<file path="config.mk">
export PLATFORM = sky130hd
export DESIGN_NAME = dcu_core
export DESIGN_NICKNAME = d
export VERILOG_FILES = /design/src/design/dcu_pkg.sv /design/src/design/dcu_core.sv /design/src/design/dcu_thermo.sv
export SDC_FILE = /design/constraint.sdc
export NUM_CORES = 1
export LEC_CHECK = 0
export BUFFER_PORTS_ARGS = -buffer_cell sky130_fd_sc_hd__buf_2
export CAP_MARGIN = 20
export CORE_MARGIN = 2
export CORE_UTILIZATION = 55
export DETAILED_ROUTE_END_ITERATION = 6
export PLACE_DENSITY = 0.82
export SLEW_MARGIN = 20
export SYNTH_ARGS = -nofsm -noshare
export SYNTH_HDL_FRONTEND = slang
export SYNTH_SLANG_ARGS = --single-unit
</file>
<file path="constraint.sdc">
create_clock -name clk -period 2.3 [get_ports clk]
set_input_delay 0 -clock clk [delete_from_list [all_inputs] [get_ports clk]]
set_output_delay 0 -clock clk [all_outputs]
set_load 0.1 [all_outputs]
</file>
<file path="src/design/dcu_pkg.sv">
// Purpose: constants, register map and state layout of the converter code update path
// Assumes: 16-bit straight-binary codes, 24-bit serial write frames
// Notes:   shared by dcu_core and dcu_thermo

package dcu_pkg;

   // ----------------------------------------------------------------------
   // widths and frame layout
   // ----------------------------------------------------------------------
   localparam int          CODE_W        = 16;
   localparam int          SEG_W         = 15;
   localparam int          LADDER_W      = 12;
   localparam int          FRAME_W       = 24;
   localparam logic [4:0]  FRAME_BITS    = 5'h18;
   localparam int          RW_BIT        = 23;
   localparam int          ADDR_HI       = 22;
   localparam int          ADDR_LO       = 16;

   // ----------------------------------------------------------------------
   // register map and fields
   // ----------------------------------------------------------------------
   localparam logic [6:0]  ADDR_MODE     = 7'h02;
   localparam logic [6:0]  ADDR_STROBE   = 7'h05;
   localparam logic [6:0]  ADDR_CODE     = 7'h08;
   localparam int          MODE_DEFER_BIT = 0;
   localparam int          STROBE_LOAD_BIT = 4;
   localparam logic [3:0]  RESTART_CODE  = 4'ha;
   localparam logic        WRITE_FLAG    = 1'b0;

   // ----------------------------------------------------------------------
   // reset values
   // ----------------------------------------------------------------------
   localparam logic [15:0] CODE_ZERO     = 16'h0000;
   localparam logic [15:0] CODE_MID      = 16'h8000;
   localparam logic        MODE_RESET    = 1'b0;
   localparam logic [1:0]  INIT_LOAD     = 2'h2;
   localparam logic [1:0]  INIT_DONE     = 2'h3;

   // ----------------------------------------------------------------------
   // timing
   // ----------------------------------------------------------------------
   localparam int          CLK_PERIOD_NS = 10;
   localparam int          UPDATE_SPACING_TIME_NS = 1000;
   localparam int          UPDATE_SPACING_CYC =
      (UPDATE_SPACING_TIME_NS + CLK_PERIOD_NS - 1) / CLK_PERIOD_NS;

   // ----------------------------------------------------------------------
   // state of the core
   // ----------------------------------------------------------------------
   typedef struct packed {
      logic [1:0]  sel_sync;
      logic [1:0]  clk_sync;
      logic [1:0]  dat_sync;
      logic [1:0]  lvl_sync;
      logic        sel_last;
      logic        clk_last;
      logic [1:0]  init_cnt;
      logic [4:0]  edge_cnt;
      logic [23:0] shift;
      logic [15:0] buffer_code;
      logic [15:0] active_code;
      logic        defer_en;
      logic [14:0] segments;
   } dcu_state_s;

endpackage : dcu_pkg

</file>
<file path="src/design/dcu_core.sv">
// Purpose: serial write decode, buffer and active code registers, switch drive
// Assumes: frame select, serial clock, data and level select come from pins
// Notes:   all pins but reset_n pass two flip-flops; serial clock edges found by sampling

`timescale 1ns/1ps

module dcu_core (
   // clock and reset
   input  wire logic        clk,
   input  wire logic        reset_n,
   // serial port pins
   input  wire logic        frame_sel_n,
   input  wire logic        serial_clk,
   input  wire logic        serial_data_in,
   // reset level strap
   input  wire logic        reset_level_select,
   // converter switch drive
   output logic      [14:0] segment_switch_controls,
   output logic      [11:0] ladder_switch_controls,
   // status
   output logic      [15:0] active_code,
   output logic             defer_mode
);

   // ----------------------------------------------------------------------
   // state
   // ----------------------------------------------------------------------
   dcu_pkg::dcu_state_s st_q;
   dcu_pkg::dcu_state_s st_d;

   logic        sel_rise;
   logic        sel_fall;
   logic        clk_fall;
   logic        frame_ok;
   logic        wr_commit;
   logic [6:0]  wr_addr;
   logic [15:0] wr_data;
   logic [15:0] default_code;
   logic        init_load;
   logic        restart;
   logic [14:0] seg_dec;

   // ----------------------------------------------------------------------
   // edge detection on synchronised pins
   // ----------------------------------------------------------------------
   // only second sync stages are looked at; first stages may be metastable
   assign sel_rise  = st_q.sel_sync[1] & ~st_q.sel_last;
   assign sel_fall  = ~st_q.sel_sync[1] & st_q.sel_last;
   assign clk_fall  = ~st_q.clk_sync[1] & st_q.clk_last & ~st_q.sel_sync[1];
   assign frame_ok  = sel_rise & (st_q.edge_cnt >= dcu_pkg::FRAME_BITS);
   assign wr_addr   = st_q.shift[dcu_pkg::ADDR_HI:dcu_pkg::ADDR_LO];
   assign wr_data   = st_q.shift[dcu_pkg::CODE_W-1:0];
   assign wr_commit = frame_ok & (st_q.shift[dcu_pkg::RW_BIT] == dcu_pkg::WRITE_FLAG);
   assign init_load = (st_q.init_cnt == dcu_pkg::INIT_LOAD);
   assign restart   = wr_commit & (wr_addr == dcu_pkg::ADDR_STROBE)
                      & (wr_data[3:0] == dcu_pkg::RESTART_CODE);
   assign default_code = st_q.lvl_sync[1] ? dcu_pkg::CODE_MID
                                          : dcu_pkg::CODE_ZERO;

   // ----------------------------------------------------------------------
   // segment decode
   // ----------------------------------------------------------------------
   dcu_thermo u_thermo (
      .msb (st_q.active_code[15:12]),
      .seg (seg_dec)
   );

   // ----------------------------------------------------------------------
   // next state
   // ----------------------------------------------------------------------
   always_comb begin
      st_d = st_q;
      st_d.sel_sync = {st_q.sel_sync[0], frame_sel_n};
      st_d.clk_sync = {st_q.clk_sync[0], serial_clk};
      st_d.dat_sync = {st_q.dat_sync[0], serial_data_in};
      st_d.lvl_sync = {st_q.lvl_sync[0], reset_level_select};
      st_d.sel_last = st_q.sel_sync[1];
      st_d.clk_last = st_q.clk_sync[1];
      st_d.segments = seg_dec;
      if (st_q.init_cnt != dcu_pkg::INIT_DONE) begin
         st_d.init_cnt = st_q.init_cnt + 2'h1;
      end

      // frame capture, msb first on falling serial clock
      if (sel_fall) begin
         st_d.edge_cnt = 5'h00;
         st_d.shift    = 24'h000000;
      end else if (clk_fall) begin
         st_d.shift = {st_q.shift[dcu_pkg::FRAME_W-2:0], st_q.dat_sync[1]};
         if (st_q.edge_cnt < dcu_pkg::FRAME_BITS) begin
            st_d.edge_cnt = st_q.edge_cnt + 5'h01;
         end
      end

      // select rise ends a frame: commit a full frame, drop a short one
      if (sel_rise) begin
         st_d.edge_cnt = 5'h00;
         st_d.shift    = 24'h000000;
      end

      if (wr_commit && !restart) begin
         case (wr_addr)
            dcu_pkg::ADDR_CODE: begin
               st_d.buffer_code = wr_data;
               if (!st_q.defer_en) begin
                  st_d.active_code = wr_data;
               end
            end
            dcu_pkg::ADDR_MODE: begin
               st_d.defer_en = wr_data[dcu_pkg::MODE_DEFER_BIT];
            end
            dcu_pkg::ADDR_STROBE: begin
               // trigger is never stored, so it is clear after the load
               if (wr_data[dcu_pkg::STROBE_LOAD_BIT] && st_q.defer_en) begin
                  st_d.active_code = st_q.buffer_code;
               end
            end
            default: begin
               st_d.defer_en = st_q.defer_en;
            end
         endcase
      end

      // defaults after reset release or a restart write; the strap is
      // sampled here because an async reset may only load constants
      if (init_load || restart) begin
         st_d.buffer_code = default_code;
         st_d.active_code = default_code;
         st_d.defer_en    = dcu_pkg::MODE_RESET;
      end
   end

   // ----------------------------------------------------------------------
   // registers
   // ----------------------------------------------------------------------
   always_ff @(posedge clk or negedge reset_n) begin
      if (!reset_n) begin
         st_q.sel_sync    <= 2'h3;
         // edge detectors start at the pins' idle levels, so no false edge follows reset
         st_q.clk_sync    <= 2'h3;
         st_q.dat_sync    <= 2'h0;
         st_q.lvl_sync    <= 2'h0;
         st_q.sel_last    <= 1'b1;
         st_q.clk_last    <= 1'b1;
         st_q.init_cnt    <= 2'h0;
         st_q.edge_cnt    <= 5'h00;
         st_q.shift       <= 24'h000000;
         st_q.buffer_code <= dcu_pkg::CODE_ZERO;
         st_q.active_code <= dcu_pkg::CODE_ZERO;
         st_q.defer_en    <= dcu_pkg::MODE_RESET;
         st_q.segments    <= 15'h0000;
      end else begin
         st_q <= st_d;
      end
   end

   // ----------------------------------------------------------------------
   // outputs
   // ----------------------------------------------------------------------
   assign segment_switch_controls = st_q.segments;
   assign ladder_switch_controls  = st_q.active_code[dcu_pkg::LADDER_W-1:0];
   assign active_code             = st_q.active_code;
   assign defer_mode              = st_q.defer_en;
endmodule : dcu_core

</file>
<file path="src/design/dcu_thermo.sv">
// Purpose: thermometer decode of the four code msbs
// Assumes: value 0 turns every segment off, value 15 turns all on
// Notes:   purely combinational, the caller registers the result

`timescale 1ns/1ps

module dcu_thermo (
   // code msbs
   input  wire logic [3:0]  msb,
   // segment controls
   output logic      [14:0] seg
);

   // ----------------------------------------------------------------------
   // one comparator per segment
   // ----------------------------------------------------------------------
   for (genvar i = 0; i < dcu_pkg::SEG_W; i++) begin : g_seg
      localparam logic [3:0] LEVEL = 4'(i + 1);
      assign seg[i] = (msb >= LEVEL);
   end

endmodule : dcu_thermo

</file>
==> flow_metrics.py <==
metrics = {
    "floorplan": {
        "core-area_sq_mm": 0.007647,
        "row_count": 32,
        "die_y_microns": 92.34,
        "dieArea_sq_mm": 0.008526,
        "ios": 50,
        "start_util": 0.5612,
        "die_width_microns": 92.34,
    },
    "sta": {
        "fin_crit_sh": 0.9256,
        "setup_violations": 0,
        "fmax_mhz": 469.7,
        "fin_tns_setup_ns": 0,
        "relSlewSlack": 0.4894,
        "rsz0062_at_grt": "no",
        "drv_slew": 0,
        "hold_slack_ns": 0.2517,
        "finalHoldViolCount": 0,
        "min_period_ns": 2.129,
        "fin_skew_ns": 0.01218,
        "worstMarginPinSlew_ns": 0.7659,
    },
    "grt": {
        "grt-ovfl-total": 0,
        "grt_start_max_net_pins": 88,
        "grt_pass1_wl_microns": 13190,
        "first_global_vias": 2796,
        "grt_usage": 0.1959,
        "antenna_found_initial": 0,
    },
    "layout": {
        "num-nets-final": 438,
        "area_growth_pct": 6.997,
        "n_antenna_cell": 0,
        "fin_area_sq_mm": 0.004592,
        "drive_above_1_share": 0.2622,
        "fin_util": 0.6005,
        "num-fill-cells": 618,
        "fin_cells": 533,
    },
    "synthesis": {
        "ys_types": 48,
        "netlist_instances": 412,
        "synth_ff_type": "dfrtp_1",
        "yosysSeqAreaShare": 0.5207,
        "synth_edf_count": 0,
        "syn-mean-instance-area_sq_um": 10.42,
        "synth_nets": 424,
        "mappedNetlistArea_sq_mm": 0.004292,
        "ys_warn_count": 0,
        "synth_seq_cells": 89,
        "yosys-top-cells-area": "dfrtp_1, buf_4, nand2_1",
        "synth_area_leader_cell": "dfrtp_1",
        "synth_top_area_frac": 0.4840,
        "ys_async_sr_fraction": 1.000,
    },
    "cts": {
        "clock_sinks": 89,
        "h-tree-depth": 3,
        "cts_tree": "done",
        "insertion_delay_ns": 0.37,
        "cts-root-buf": "clkbuf_8",
        "cts_buffer_depth": 2,
        "cts.clk_slew.worst_paths_ns": 0.09,
        "numCtsBuffers": 9,
    },
    "critical_path": {
        "crit_path_start_kind": "flop",
        "r2r_start": "st_d[80]",
        "crit_slowest_cell": "dfstp_2",
        "criticalPathCategory": "reg -> reg",
        "r2r_cells": 6,
        "cp-end-kind": "flop",
        "max_stage_delay_ns": 0.56,
        "worstPathArrival_ns": 2.39,
        "rr_endpoint": "active_code[3]",
        "crit_start": "st_d[80]",
        "crit_path_end": "active_code[3]",
        "crit_path_max_fanout": 15,
        "crit_chain": "ha_1, nand4b_1, a211oi_4, buf_12, a21oi_1, a311oi_1",
        "cp.required_ns": 2.56,
        "r2r_slack_ns": 0.17,
    },
    "drt": {
        "dr_wl_met2_microns": 3959,
        "drcViolationCount": 0,
        "wl_met1_microns": 3351,
        "initialDrtViolationCount": 183,
        "vias_per_cell": 5.527,
        "vias": 2946,
        "ant_nets": 0,
        "drt-pass1-iter-count": 4,
        "wl_per_cell_microns": 14.56,
        "highest_layer": "met4",
        "totalWireLength_microns": 7762,
        "wl_met3_microns": 313,
    },
    "placed_design": {
        "post_dp_cell_area_sq_mm": 0.004353,
        "dpl.hpwl_microns": 5525,
        "place_congestion": 0.8072,
        "placed_cells_incl_taps": 512,
        "portBuffers": 49,
    },
    "run_status": {
        "status": "finished, final reports clean",
    },
    "worst_hold_path": {
        "hold_class": "in -> async",
    },
    "job": {
        "cap_viol_max_count": 0,
    },
    "power_and_ir_drop": {
        "power_density_mw_per_mm2": 630.1,
        "ir_drop_uv": 305.0,
        "p_leak_nw": 2.240,
    },
}
==> synthesized netlist by cell type (3+ instances only) <==
| cell | n |
|---|---|
| inv_1 | 9 |
| mux2_4 | 9 |
| a21oi_1 | 17 |
| nor2_1 | 7 |
| dfstp_2 | 6 |
| o31ai_1 | 3 |
| nand2b_1 | 3 |
| ha_1 | 6 |
| dfrtp_1 | 83 |
| and2_1 | 4 |
| buf_4 | 45 |
| nand3_1 | 42 |
| clkbuf_1 | 14 |
| nor3b_1 | 13 |
| nand2_1 | 74 |
| buf_2 | 3 |
| a311oi_1 | 15 |
| mux2_2 | 4 |
| o21ai_0 | 13 |
| buf_6 | 6 |
| nand4b_1 | 3 |
| or3b_2 | 3 |
==> routing by layer <==
| layer | GRT usage | vias up |
|---|---|---|
| met2 | 0.3309 | 75 |
| met4 | 0.09204 | 0 |
| met3 | 0.03336 | 10 |
| met5 | 0 | - |
| li1 | - | 1399 |
| met1 | 0.2460 | 1462 |
==> layout make-up <==
type	count	area, sq um	share of cell area
clock inverter	6	47.55	0.01035
inverter	9	33.78	0.007357
timing repair buffer	72	474.2	0.1033
sequential	89	2235	0.4866
multi-input combinational	245	1536	0.3346
clock buffer	10	137.6	0.02997
tap	102	127.6	0.02779
==> cells by family (layout without fill, tap and decap cells) <==
kind of cell	count (synthesis)	in the layout	synth area share
DFF	89	89	0.5207
xor gates and xnor gates	1	1	0.002041
and+or+nand+nor	166	166	0.2015
muxes	14	14	0.04431
buffers and inverters	78	97	0.1213
AOI/OAI and AO/OA	58	58	0.09271
adders and majority gates	6	6	0.01749
==> through the flow <==
| step | power [mW] | setup WS, ns |
|---|---|---|
| global route | 3.013 | 0.01954 |
| CTS | 2.918 | 0.1387 |
| detailed placement | 1.911 | 0.1609 |
| global placement | 1.896 | 0.2535 |
| floorplan | 1.841 | 0.2406 |
| finish | 2.893 | 0.1711 |
==> report_power, final <==
part	internal [mW]	leakage (nW)	switching, mW
combinational	0.0615	0.971	0.170
clock	0.433	0.0937	0.576
sequential	1.61	1.18	0.0427
==> placed cells by master, fill, tap and decap left out, types with 3 or more instances in the layout <==
master / netlist / routed
inv_1: 9 / 9
inv_6: 0 / 3
clkbuf_8: 1 / 10
mux2_2: 4 / 4
o31ai_1: 3 / 3
nand3_1: 42 / 42
nand4b_1: 3 / 3
nor2_1: 7 / 7
mux2_4: 9 / 9
a311oi_1: 15 / 15
dfrtp_1: 83 / 83
buf_2: 3 / 48
and2_1: 4 / 4
buf_4: 45 / 15
ha_1: 6 / 6
buf_12: 0 / 3
a21oi_1: 17 / 17
nand2b_1: 3 / 3
dlygate4sd3_1: 0 / 5
dfstp_2: 6 / 6
or3b_2: 3 / 3
nand2_1: 74 / 74
nor3b_1: 13 / 13
o21ai_0: 13 / 13
==> repair_timing <==
action                                 CTS  global route
gates resized for setup                  0             0
hold buffers                             5             0
endpoints found under the hold margin   87             0
setup buffers                            0             0
==> worst min-delay path by stage <==
stage | cells past startpoint | slack, ns | endpoint
finish | 2 | 0.25 | st_d[84]
global placement | 1 | 0.11 | st_d[86]
detailed placement | 1 | 0.11 | st_d[88]
global route | 2 | 0.26 | st_d[86]
floorplan | 0 | -0.30 | active_code[0]
CTS | 2 | 0.26 | st_d[84]
==> flip-flops by register name, summed over array words and instances, names as in the netlist <==
register	cells
defer_mode	1
st_q	51
segment_switch_controls	15
active_code	16
st_d	6
==> worst max-delay path: cells and delay by family (launching register included) <==
family | cells | cell delay (ns)
flip-flops | 1 | 0.56
buffers and inverters | 1 | 0.19
AO/OA/AOI/OAI | 3 | 0.79
AND/OR/NAND/NOR | 1 | 0.29
adder cells (fa/ha/maj) | 1 | 0.19
No activity file was read; power rests on OpenSTA's default activity.
